**src/hdl/clkcfg_pkg.sv**
```systemverilog
// package: register map, field layout and decoded types for the clock/regulator config block
`default_nettype none
package clkcfg_pkg;
  // printed offsets are not all multiples of four: they are register indexes, byte address = 4*index
  localparam logic [15:0] IDX_REGULATOR_CONTROL = 16'h2866;
  localparam logic [15:0] IDX_CLOCK_CONTROL = 16'h2867;
  localparam logic [15:0] IDX_PLL_CONTROL = 16'h2868;
  localparam logic [15:0] IDX_RC_OSCILLATOR_TRIM = 16'h2869;
  localparam int ADDR_W = 18;
  localparam logic [7:0] RESET_VALUE = 8'h00;
  // regulator_control fields
  localparam int REG3V3_POWER_DOWN_BIT = 7;
  localparam int REG3V3_BIAS_BOOST_BIT = 6;
  localparam int REG3V3_TRIM_HI = 4;
  localparam int REG3V3_TRIM_LO = 3;
  localparam int REG1V8_TRIM_HI = 1;
  localparam int REG1V8_TRIM_LO = 0;
  // clock_control fields
  localparam int PLL_ENABLE_BIT = 7;
  localparam int VREF_ENABLE_BIT = 6;
  localparam int SAMPLING_MUL_HI = 5;
  localparam int SAMPLING_MUL_LO = 4;
  localparam int METERING_MUL_HI = 3;
  localparam int METERING_MUL_LO = 2;
  localparam int CPU_MUL_HI = 1;
  localparam int CPU_MUL_LO = 0;
  // pll_control fields
  localparam int CPU_SECOND_DOUBLER_BIT = 7;
  localparam int CPU_FIRST_DOUBLER_BIT = 6;
  localparam int GRID_SELECT_BIT = 5;
  // rc_oscillator_trim field
  localparam int RC_TRIM_HI = 7;
  localparam int RC_TRIM_LO = 4;
  // writable masks: reserved bits read back as zero
  localparam logic [7:0] MASK_REGULATOR = 8'hdb;
  localparam logic [7:0] MASK_CLOCK = 8'hff;
  localparam logic [7:0] MASK_PLL = 8'he0;
  localparam logic [7:0] MASK_RC_TRIM = 8'hf0;
  // multiplier field codes
  localparam logic [1:0] MUL_X1 = 2'h0;
  localparam logic [1:0] MUL_X2 = 2'h1;
  localparam logic [1:0] MUL_X4 = 2'h2;
  localparam logic [1:0] MUL_X8 = 2'h3;
  localparam logic [1:0] AXI_OKAY = 2'h0;
  localparam logic [1:0] AXI_SLVERR = 2'h2;

  typedef enum logic [1:0] {
    CLKCFG_TRIM_NONE = 2'b00,
    CLKCFG_TRIM_PLUS_0V1 = 2'b01,
    CLKCFG_TRIM_MINUS_0V2 = 2'b10,
    CLKCFG_TRIM_MINUS_0V1 = 2'b11
  } clkcfg_vtrim_t;

  // analog control bundle leaving the block
  typedef struct packed {
    logic reg3v3_power_down;
    logic reg3v3_bias_boost;
    clkcfg_vtrim_t reg3v3_voltage_trim;
    clkcfg_vtrim_t reg1v8_voltage_trim;
    logic pll_enable;
    logic voltage_reference_enable;
    logic grid_frequency_select;
    logic [3:0] rc_oscillator_trim_code;
  } clkcfg_analog_t;

  // one-hot clock multipliers: bit n set means times 2**n
  typedef struct packed {
    logic [2:0] sampling_clock_mul;
    logic [2:0] metering_clock_mul;
    logic [5:0] cpu_clock_mul;
  } clkcfg_clocks_t;
endpackage
`default_nettype wire

```
**src/hdl/clkcfg_regs.sv**
```systemverilog
// clkcfg_regs: AXI4-Lite register file steering regulators, PLL and clock multipliers
//
// Decided for this implementation: the AXI4-Lite interface to the registers.
`default_nettype none
// How it works
// - the 3.3 V regulator power-down output follows bit 7 of regulator_control (1 = off).
// - bit 6 of regulator_control drives the bias-boost output that doubles regulator bias.
// - bits 4:3 of regulator_control drive the 3.3 V regulator trim code.
// - bits 1:0 of regulator_control drive the 1.8 V regulator trim code.
// - bit 7 of clock_control enables the PLL, reset value disabled.
// - bit 6 of clock_control enables the voltage reference, reset value disabled.
// - bits 5:4 of clock_control pick sampling clock x1, x2 or x4 of 204.8 kHz.
// - bits 3:2 of clock_control pick metering clock x1, x2 or x4 of 819.2 kHz.
// - bits 1:0 of clock_control pick cpu clock x1, x2, x4 or x8 of 819.2 kHz.
// - pll_control bit 6 doubles the cpu clock beyond the chosen multiplier.
// - pll_control bit 7 doubles the cpu clock again only when bit 6 is also set.
// - pll_control bit 5 selects 50 Hz (0) or 60 Hz (1) grid for the PLL.
// - bits 7:4 of rc_oscillator_trim drive the 32768 Hz RC oscillator trim code.
module clkcfg_regs (
  input wire logic clk,
  input wire logic sys_rst,
  input wire logic [clkcfg_pkg::ADDR_W-1:0] s_axi_awaddr,
  input wire logic s_axi_awvalid,
  output logic s_axi_awready,
  input wire logic [31:0] s_axi_wdata,
  input wire logic [3:0] s_axi_wstrb,
  input wire logic s_axi_wvalid,
  output logic s_axi_wready,
  output logic [1:0] s_axi_bresp,
  output logic s_axi_bvalid,
  input wire logic s_axi_bready,
  input wire logic [clkcfg_pkg::ADDR_W-1:0] s_axi_araddr,
  input wire logic s_axi_arvalid,
  output logic s_axi_arready,
  output logic [31:0] s_axi_rdata,
  output logic [1:0] s_axi_rresp,
  output logic s_axi_rvalid,
  input wire logic s_axi_rready,
  output clkcfg_pkg::clkcfg_analog_t analog_out,
  output clkcfg_pkg::clkcfg_clocks_t clocks_out
);
  import clkcfg_pkg::*;

  logic [7:0] regulator_control_reg;
  logic [7:0] clock_control_reg;
  logic [7:0] pll_control_reg;
  logic [7:0] rc_oscillator_trim_reg;
  logic [ADDR_W-1:0] aw_addr_reg;
  logic aw_have_reg;
  logic [7:0] w_byte_reg;
  logic w_lane_reg;
  logic w_have_reg;
  logic do_write;
  logic [15:0] w_index;
  logic [15:0] r_index;
  logic [7:0] r_byte;
  logic r_hit;
  logic w_hit;
  logic [2:0] sampling_next;
  logic [2:0] metering_next;
  logic [5:0] cpu_next;
  logic [3:0] cpu_base;

  // write address and data may arrive in either order; each is held until both are in
  assign s_axi_awready = !aw_have_reg && !s_axi_bvalid;
  assign s_axi_wready = !w_have_reg && !s_axi_bvalid;
  assign do_write = aw_have_reg && w_have_reg && !s_axi_bvalid;
  assign w_index = 16'(aw_addr_reg[ADDR_W-1:2]);
  assign w_hit = (aw_addr_reg[1:0] == 2'h0) &&
                 (w_index >= IDX_REGULATOR_CONTROL) && (w_index <= IDX_RC_OSCILLATOR_TRIM);

  always_ff @(posedge clk) begin
    if (sys_rst) begin
      aw_have_reg <= 1'b0;
      aw_addr_reg <= '0;
    end else if (s_axi_awvalid && s_axi_awready) begin
      aw_have_reg <= 1'b1;
      aw_addr_reg <= s_axi_awaddr;
    end else if (do_write) begin
      aw_have_reg <= 1'b0;
    end
  end

  always_ff @(posedge clk) begin
    if (sys_rst) begin
      w_have_reg <= 1'b0;
      w_byte_reg <= 8'h00;
      w_lane_reg <= 1'b0;
    end else if (s_axi_wvalid && s_axi_wready) begin
      w_have_reg <= 1'b1;
      w_byte_reg <= s_axi_wdata[7:0];
      w_lane_reg <= s_axi_wstrb[0];
    end else if (do_write) begin
      w_have_reg <= 1'b0;
    end
  end

  always_ff @(posedge clk) begin
    if (sys_rst) begin
      s_axi_bvalid <= 1'b0;
      s_axi_bresp <= AXI_OKAY;
    end else if (do_write) begin
      s_axi_bvalid <= 1'b1;
      s_axi_bresp <= w_hit ? AXI_OKAY : AXI_SLVERR;
    end else if (s_axi_bready) begin
      s_axi_bvalid <= 1'b0;
    end
  end

  // reserved bits are masked so they always hold and read zero
  always_ff @(posedge clk) begin
    if (sys_rst) begin
      regulator_control_reg <= RESET_VALUE;
      clock_control_reg <= RESET_VALUE;
      pll_control_reg <= RESET_VALUE;
      rc_oscillator_trim_reg <= RESET_VALUE;
    end else if (do_write && w_hit && w_lane_reg) begin
      case (w_index)
        IDX_REGULATOR_CONTROL: regulator_control_reg <= w_byte_reg & MASK_REGULATOR;
        IDX_CLOCK_CONTROL: clock_control_reg <= w_byte_reg & MASK_CLOCK;
        IDX_PLL_CONTROL: pll_control_reg <= w_byte_reg & MASK_PLL;
        IDX_RC_OSCILLATOR_TRIM: rc_oscillator_trim_reg <= w_byte_reg & MASK_RC_TRIM;
        default: ;
      endcase
    end
  end

  // read channel: one read at a time, answered the cycle after acceptance
  assign s_axi_arready = !s_axi_rvalid;
  assign r_index = 16'(s_axi_araddr[ADDR_W-1:2]);

  always_comb begin
    r_hit = (s_axi_araddr[1:0] == 2'h0);
    case (r_index)
      IDX_REGULATOR_CONTROL: r_byte = regulator_control_reg;
      IDX_CLOCK_CONTROL: r_byte = clock_control_reg;
      IDX_PLL_CONTROL: r_byte = pll_control_reg;
      IDX_RC_OSCILLATOR_TRIM: r_byte = rc_oscillator_trim_reg;
      default: begin
        r_byte = 8'h00;
        r_hit = 1'b0;
      end
    endcase
  end

  always_ff @(posedge clk) begin
    if (sys_rst) begin
      s_axi_rvalid <= 1'b0;
      s_axi_rdata <= 32'h0000_0000;
      s_axi_rresp <= AXI_OKAY;
    end else if (s_axi_arvalid && s_axi_arready) begin
      s_axi_rvalid <= 1'b1;
      s_axi_rdata <= {24'h00_0000, r_hit ? r_byte : 8'h00};
      s_axi_rresp <= r_hit ? AXI_OKAY : AXI_SLVERR;
    end else if (s_axi_rready) begin
      s_axi_rvalid <= 1'b0;
    end
  end

  // analog controls; the vref-before-PLL order is left to software, no interlock here
  always_ff @(posedge clk) begin
    if (sys_rst) begin
      analog_out <= '0;
    end else begin
      analog_out.reg3v3_power_down <= regulator_control_reg[REG3V3_POWER_DOWN_BIT];
      analog_out.reg3v3_bias_boost <= regulator_control_reg[REG3V3_BIAS_BOOST_BIT];
      analog_out.reg3v3_voltage_trim <=
        clkcfg_vtrim_t'(regulator_control_reg[REG3V3_TRIM_HI:REG3V3_TRIM_LO]);
      analog_out.reg1v8_voltage_trim <=
        clkcfg_vtrim_t'(regulator_control_reg[REG1V8_TRIM_HI:REG1V8_TRIM_LO]);
      analog_out.pll_enable <= clock_control_reg[PLL_ENABLE_BIT];
      analog_out.voltage_reference_enable <= clock_control_reg[VREF_ENABLE_BIT];
      analog_out.grid_frequency_select <= pll_control_reg[GRID_SELECT_BIT];
      analog_out.rc_oscillator_trim_code <=
        rc_oscillator_trim_reg[RC_TRIM_HI:RC_TRIM_LO];
    end
  end

  // multiplier decode into one-hot exponents
  always_comb begin
    case (clock_control_reg[SAMPLING_MUL_HI:SAMPLING_MUL_LO])
      MUL_X2: sampling_next = 3'h2;
      MUL_X4: sampling_next = 3'h4;
      default: sampling_next = 3'h1;
    endcase
    case (clock_control_reg[METERING_MUL_HI:METERING_MUL_LO])
      MUL_X2: metering_next = 3'h2;
      MUL_X4: metering_next = 3'h4;
      default: metering_next = 3'h1;
    endcase
    case (clock_control_reg[CPU_MUL_HI:CPU_MUL_LO])
      MUL_X1: cpu_base = 4'h1;
      MUL_X2: cpu_base = 4'h2;
      MUL_X4: cpu_base = 4'h4;
      MUL_X8: cpu_base = 4'h8;
      default: cpu_base = 4'h1;
    endcase
    // second doubler is ignored unless the first is set
    case ({pll_control_reg[CPU_SECOND_DOUBLER_BIT], pll_control_reg[CPU_FIRST_DOUBLER_BIT]})
      2'b01: cpu_next = {1'b0, cpu_base, 1'b0};
      2'b11: cpu_next = {cpu_base, 2'b00};
      default: cpu_next = {2'b00, cpu_base};
    endcase
  end

  always_ff @(posedge clk) begin
    if (sys_rst) begin
      clocks_out <= {3'h1, 3'h1, 6'h01};
    end else begin
      clocks_out.sampling_clock_mul <= sampling_next;
      clocks_out.metering_clock_mul <= metering_next;
      clocks_out.cpu_clock_mul <= cpu_next;
    end
  end
endmodule
`default_nettype wire

```
**config.mk**
```make
export PLATFORM = sky130hd
export DESIGN_NAME = clkcfg_regs
export DESIGN_NICKNAME = d
export VERILOG_FILES = /design/src/hdl/clkcfg_pkg.sv /design/src/hdl/clkcfg_regs.sv
export SDC_FILE = /design/constraint.sdc
export NUM_CORES = 1
export LEC_CHECK = 0
export ABC_AREA = 1
export BUFFER_PORTS_ARGS = -buffer_cell sky130_fd_sc_hd__buf_2
export CORE_ASPECT_RATIO = 1.75
export CORE_MARGIN = 2
export CORE_UTILIZATION = 30
export DETAILED_ROUTE_END_ITERATION = 10
export PLACE_DENSITY = 0.55
export SETUP_SLACK_MARGIN = 0.1
export SYNTH_ARGS = -nofsm -noshare
export SYNTH_HDL_FRONTEND = slang
export SYNTH_SLANG_ARGS = --single-unit
```
**constraint.sdc**
```tcl
create_clock -name clk -period 1.7 [get_ports clk]
set_input_delay 0.085 -clock clk [delete_from_list [all_inputs] [get_ports clk]]
set_output_delay 0.085 -clock clk [all_outputs]
set_load 0.01 [all_outputs]
```
==> metrics, run 1 <==
CTS tree done; Inserted Clock Buffers 9; Antenna Cells 0; hold slack final 3.035 ps; core area 13,380 um2; Initial Utilization 0.3072; combinational power share 0.104; share of cells above drive strength 1 0.2737; final core utilization 0.3900; clk sink count 87; crit path kind flop to flop; Setup TNS 0 ps; Seq/Total Area, Yosys 0.4236; Die X 92.50 um; H-Tree Depth 3; outcome complete, no violations; Critical Path Source Type flop; I/O Buffers 91; Via density 4.372; grt ovf 0; CP most frequent cell nor2_4; fin cells 861; net switching power 1.265 mW; Synthesis Warnings 0; clock buffer depth 2; Root Buffer clkbuf_16; WP data arrival 1840 ps; RSZ-0062 raised after global routing true; top cells by area, synth dfxtp_1, nor2_1, nand2_1; CP endpoint kind flop; CP cell instances nor2_4 > nand3_4 > nor2_4 > nand3_4 > nor2_8 > inv_4 > nor2_4 > nor2_1 > nor2_1; Nets 765; clock share of power 0.450; f_max 641.6 MHz; full die area 14,690 um2; max reg flops 18; number of global-route vias before repair 3,699; library cells used by synthesis 34; Cell Area, Placed 4659 um2; Fillers 1,419; Mapped Avg Cell Area 7.113 um2; Vias 3,764; initial antenna violation count 0; largest net degree at the start of global routing 53; maximum vdd drop 0.5178 mV; HPWL Detailed 7.863 mm; Die Y 158.9 um; dpl ws 72.43 ps; I/O Pins 145; Internal 3.614 mW; crit path time final 1559 ps; switch share 0.2593; cell area after layout 5219 um2; global-route wire length before repair 16.64 mm; Setup Skew 7.068 ps; Pins Over Slew Limit 0; setup ws final 141.5 ps; # setup viols final 0; Lkg Pwr 2.373 nW; DRC Markers 0; max incr delay on CP 330 ps; Hold WC Path Type primary input to flop; synthesized cell area 4111 um2; final hold vios 0; clk_lat worst skew 340 ps; Yosys top cell by area dfxtp_1; post-synthesis register bit count 87; Clock Pin Slew Worst Setup and Hold Paths 70 ps; routability congestion estimate from global placement 0.8490; post-synth top area share 0.4236; Iter 0 DRT Violations 131; router iterations before antenna repair 4; Cells after Synth 578; GRT Overall Usage 0.1408; DR WL/cell 11.53 um; Max Cap Viol 0; placed instance count 832; Reg power frac 0.447; Area Overhead vs Synth 26.93%; Pwr Density 935.0 nW/um2; Total Power 4.880 mW; crit-path max FO 8; final WL 9.927 mm; Routed Antenna Nets 0; site row count 56; Slowest-stage cell, CP dfxtp_2; period utilization 0.9168; WP data required 1980 ps
## worst max-delay path: cells and delay by family, from the launching register on
kind | cells | cell delay [ps]
and+or+nand+nor | 8 | 1110
DFF | 1 | 330
buffers and inverters | 1 | 40
## synthesized netlist by cell type
cell        n
nor2_1    120
nand2_1    94
dfxtp_1    87
inv_1      62
a21oi_1    31
o21ai_0    29
buf_4      28
nand4_1    25
nand3_1    23
clkbuf_1   13
inv_2      12
nor2_2      9
nor2_4      8
ha_1        4
nand2_2     4
nand3_2     4
nor3_1      4
o22ai_1     3
nand3_4     2
or2_2       2
a31oi_1     1
and2_1      1
buf_1       1
buf_2       1
buf_6       1
clkinv_1    1
conb_1      1
inv_4       1
nand2_4     1
nand3b_1    1
nor2_8      1
nor3_2      1
o211ai_1    1
o21a_1      1
## timing repair
item | 4_1_cts | 5_1_grt
hold buffers | 7 | 0
gates resized for setup | 1 | 30
hold endpoints to repair | 7 | 0
setup endpoints to repair | 11 | 21
setup buffers | 1 | 5
pin swaps | 1 | 29
## cells by family (layout without fill, tap and decap cells)
logic type / Yosys count / in the layout / synth area share
adders and majority gates: 4 / 4 / 0.01217
AOI/OAI and AO/OA: 66 / 66 / 0.08278
buffers and inverters: 120 / 204 / 0.1379
DFF: 87 / 87 / 0.4236
and+or+nand+nor: 300 / 300 / 0.3427
other: 1 / 26 / 0.0009121
## metal layers
| metal | GRT usage | share of wire | vias up |
|---|---|---|---|
| met5 | 0 | 0 | - |
| met4 | 0.06445 | 0.031 | 0 |
| met3 | 0.03463 | 0.048 | 16 |
| met2 | 0.2674 | 0.54 | 101 |
| met1 | 0.1388 | 0.38 | 1676 |
| li1 | - | - | 1971 |
## placed cells by master, fill, tap and decap left out, types with 13 or more instances in the layout
cell / netlist / layout
nand3_1: 23 / 23
nor2_2: 9 / 15
nor2_4: 8 / 13
buf_2: 1 / 91
nor2_1: 120 / 109
conb_1: 1 / 26
inv_1: 62 / 61
nand4_1: 25 / 25
nand2_1: 94 / 92
dfxtp_1: 87 / 81
inv_2: 12 / 13
o21ai_0: 29 / 28
a21oi_1: 31 / 31
## final cells by class
| class | instances | area (um2) | area share |
|---|---|---|---|
| multi-input cells | 396 | 1979 | 0.3793 |
| flip-flops and latches | 87 | 1749 | 0.3352 |
| repair buffers | 112 | 646.9 | 0.1240 |
| inverters | 76 | 287.8 | 0.05514 |
| clock buffers | 9 | 225.2 | 0.04316 |
| well taps | 174 | 217.7 | 0.04172 |
| clock inverters | 7 | 112.6 | 0.02158 |
## power by group through the flow
stage	logic (mW)	clock network (mW)	registers, mW
floorplan	0.369	0	2.20
global placement	0.463	0	2.21
detailed placement	0.472	0	2.21
CTS	0.485	2.24	2.17
global route	0.573	2.34	2.19
finish	0.506	2.19	2.18
## final timing paths
check	end	slack [ps]	depth (start not counted)	from
setup / recovery	clock_control_reg[3]$_SDFFE_PP0P_	140	9	aw_addr_reg[10]$_SDFFE_PP0P_
hold reg to reg	analog_out[10]$_SDFF_PP0_	450	2	regulator_control_reg[4]$_SDFFE_PP0P_
hold / removal	aw_addr_reg[13]$_SDFFE_PP0P_	3	3	s_axi_awaddr[13]
setup reg to reg	clock_control_reg[3]$_SDFFE_PP0P_	140	9	aw_addr_reg[10]$_SDFFE_PP0P_
(Power assumes the default switching activity.)
==> run 2, diff against run 1 <==
==> constraint.sdc (replaced) <==
create_clock -name clk -period 1.73 [get_ports clk]
set_input_delay 0.0865 -clock clk [delete_from_list [all_inputs] [get_ports clk]]
set_output_delay 0.0865 -clock clk [all_outputs]
set_load 0.02 [all_outputs]
==> run 2 against run 1 <==
Compared with the run above:
- clock power shrank 8%
- die area unchanged
- sequential power is 2% lower
- via count decreased by 0.27%
- count of clock-buffer cells in the layout unchanged
- clock skew is 2.9 ps higher
- register-to-register slack improved by 60 ps
- largest cell class unchanged
- non-clock buffer count is 1 lower
- critical path depth decreased by 1
- routed wire length rose by 0.57%
==> metrics, run 2 (synthesis gave the netlist of run 1 again) <==
H-Tree Depth 3 (unchanged); Via density 4.365 (-0.15%); Critical Path Source Type flop; net switching power 1.286 mW (+1.6%); RSZ-0062 raised after global routing true; Area Overhead vs Synth 25.14%; Setup TNS 0 ps (unchanged); setup ws final 198.2 ps (+56.70 ps); DRC Markers 0 (unchanged); Setup Skew 9.932 ps (+2.865 ps); Nets 764 (-0.13%); final WL 9.984 mm (+0.57%); router iterations before antenna repair 4 (unchanged); core area 13,380 um2 (unchanged); global-route wire length before repair 16.85 mm (+1.2%); GRT Overall Usage 0.1427 (+0.001908); Reg power frac 0.456 (+0.009); CTS tree done; site row count 56 (unchanged); Inserted Clock Buffers 9 (unchanged); max reg flops 18 (unchanged); WP data required 1970 ps (about the same); CP endpoint kind flop; Initial Utilization 0.3072 (unchanged); Max Cap Viol 0 (unchanged); Internal 3.397 mW (-6.0%); crit path time final 1532 ps (-26.70 ps); Routed Antenna Nets 0 (unchanged); commonest non-fill, non-tap cell in the layout nor2_1; HPWL Detailed 7.983 mm (+1.5%); I/O Pins 145 (unchanged); clock share of power 0.432 (-0.018); largest net degree at the start of global routing 53 (unchanged); Iter 0 DRT Violations 150 (+15%); fin cells 860 (-0.12%); I/O Buffers 91 (unchanged); dpl ws 117.7 ps (+45.22 ps); number of global-route vias before repair 3,713 (+0.38%); combinational power share 0.111 (+0.007); most frequent cells in the layout nor2_1, nand2_1, buf_2; Register Area 1750 um2 (about the same); Hold WC Path Type primary input to flop; # setup viols final 0 (unchanged); Pins Over Slew Limit 0 (unchanged); crit path kind flop to flop; Vias 3,754 (-0.27%); share of cells above drive strength 1 0.2566 (-0.01709); full die area 14,690 um2 (unchanged); Die X 92.50 um (unchanged); footprint of the multi-input gates 1941 um2 (-2.0%); clk_lat worst skew 340 ps (about the same); period utilization 0.8855 (-0.03133); clk sink count 87 (unchanged); Clock Pin Slew Worst Setup and Hold Paths 70 ps (about the same); Root Buffer clkbuf_16; maximum vdd drop 0.5851 mV (+13%); Pwr Density 910.3 nW/um2 (-2.6%); WP data arrival 1770 ps (-70 ps); Lkg Pwr 2.328 nW (-1.9%); clock buffer depth 2 (unchanged); Die Y 158.9 um (unchanged); placed instance count 832 (unchanged); final hold vios 0 (unchanged); grt ovf 0 (unchanged); initial antenna violation count 0 (unchanged); Antenna Cells 0 (unchanged); switch share 0.2746 (+0.01528); crit-path max FO 5 (-3); DR WL/cell 11.61 um (+0.69%); routability congestion estimate from global placement 0.8426 (-0.75%); f_max 652.8 MHz (+1.7%); Fillers 1,474 (+3.9%); outcome complete, no violations
-- run 2: path summary, 6_finish.rpt --
| path | startpoint | endpoint | slack, ps | cells after the start |
|---|---|---|---|---|
| max | s_axi_bvalid$_SDFFE_PP0P_ | rc_oscillator_trim_reg[5]$_SDFFE_PP0P_ | 200 | 8 |
| min reg2reg | regulator_control_reg[3]$_SDFFE_PP0P_ | analog_out[9]$_SDFF_PP0_ | 460 | 2 |
| max reg2reg | s_axi_bvalid$_SDFFE_PP0P_ | rc_oscillator_trim_reg[5]$_SDFFE_PP0P_ | 200 | 8 |
| min | s_axi_awaddr[11] | aw_addr_reg[11]$_SDFFE_PP0P_ | 10 | 3 |
-- run 2: critical path, stage by stage, from the launching register on --
cell and delay [ps]:
dfxtp_4 360, inv_4 60, nand3_4 100, nor3_4 190
nand3_1 110, nor2_2 140, nand4_1 220, nor2_1 180
nor2_1 60
-- run 2: repair_timing --
| action | 4_1_cts | 5_1_grt |
|---|---|---|
| resized for setup | 1 | 17 |
| endpoints found under the setup margin | 2 | 21 |
| hold buffers | 7 | 0 |
| setup buffers | 0 | 5 |
| pin swaps | 0 | 18 |
| endpoints found under the hold margin | 7 | 0 |
-- run 2: routing by layer --
| layer | routed length [um] | up-vias | global-route usage |
|---|---|---|---|
| li1 | - | 1972 | - |
| met1 | 3702 | 1660 | 0.1432 |
| met2 | 5490 | 98 | 0.2714 |
| met3 | 461 | 24 | 0.02419 |
| met4 | 330 | 0 | 0.07463 |
| met5 | 0 | - | 0 |
-- run 2: cell type report --
cell class,instances,share of cell area
sequential,87,0.3402
inverter,76,0.05642
clock buffer,9,0.04377
clock inverter,7,0.01654
multi-input combinational,396,0.3772
timing repair buffer,111,0.1235
tap,174,0.04232
-- run 2: power groups by stage --
| stage | clock, mW | sequential [mW] | combinational [mW] |
|---|---|---|---|
| 6_report | 2.02 | 2.14 | 0.522 |
| 5_1_grt | 2.15 | 2.15 | 0.592 |
| 4_1_cts | 2.08 | 2.13 | 0.514 |
| 3_5_place_dp | 0 | 2.18 | 0.501 |
| 3_3_place_gp | 0 | 2.17 | 0.490 |
| 2_1_floorplan | 0 | 2.17 | 0.394 |
-- run 2: stage by stage --
| step | power, mW | utilization | cell area, um2 | hold WS [ps] |
|---|---|---|---|---|
| after detailed placement | 2.676 | 0.3482 | 4659 | 343.4 |
| after global routing | 4.890 | 0.3844 | 5145 | 24.41 |
| after CTS | 4.719 | 0.3770 | 5045 | 4.758 |
| final | 4.683 | 0.3844 | 5145 | 10.38 |
| after global placement | 2.662 | 0.3482 | 4659 | 336.5 |
| after floorplan | 2.560 | - | 4205 | 246.4 |
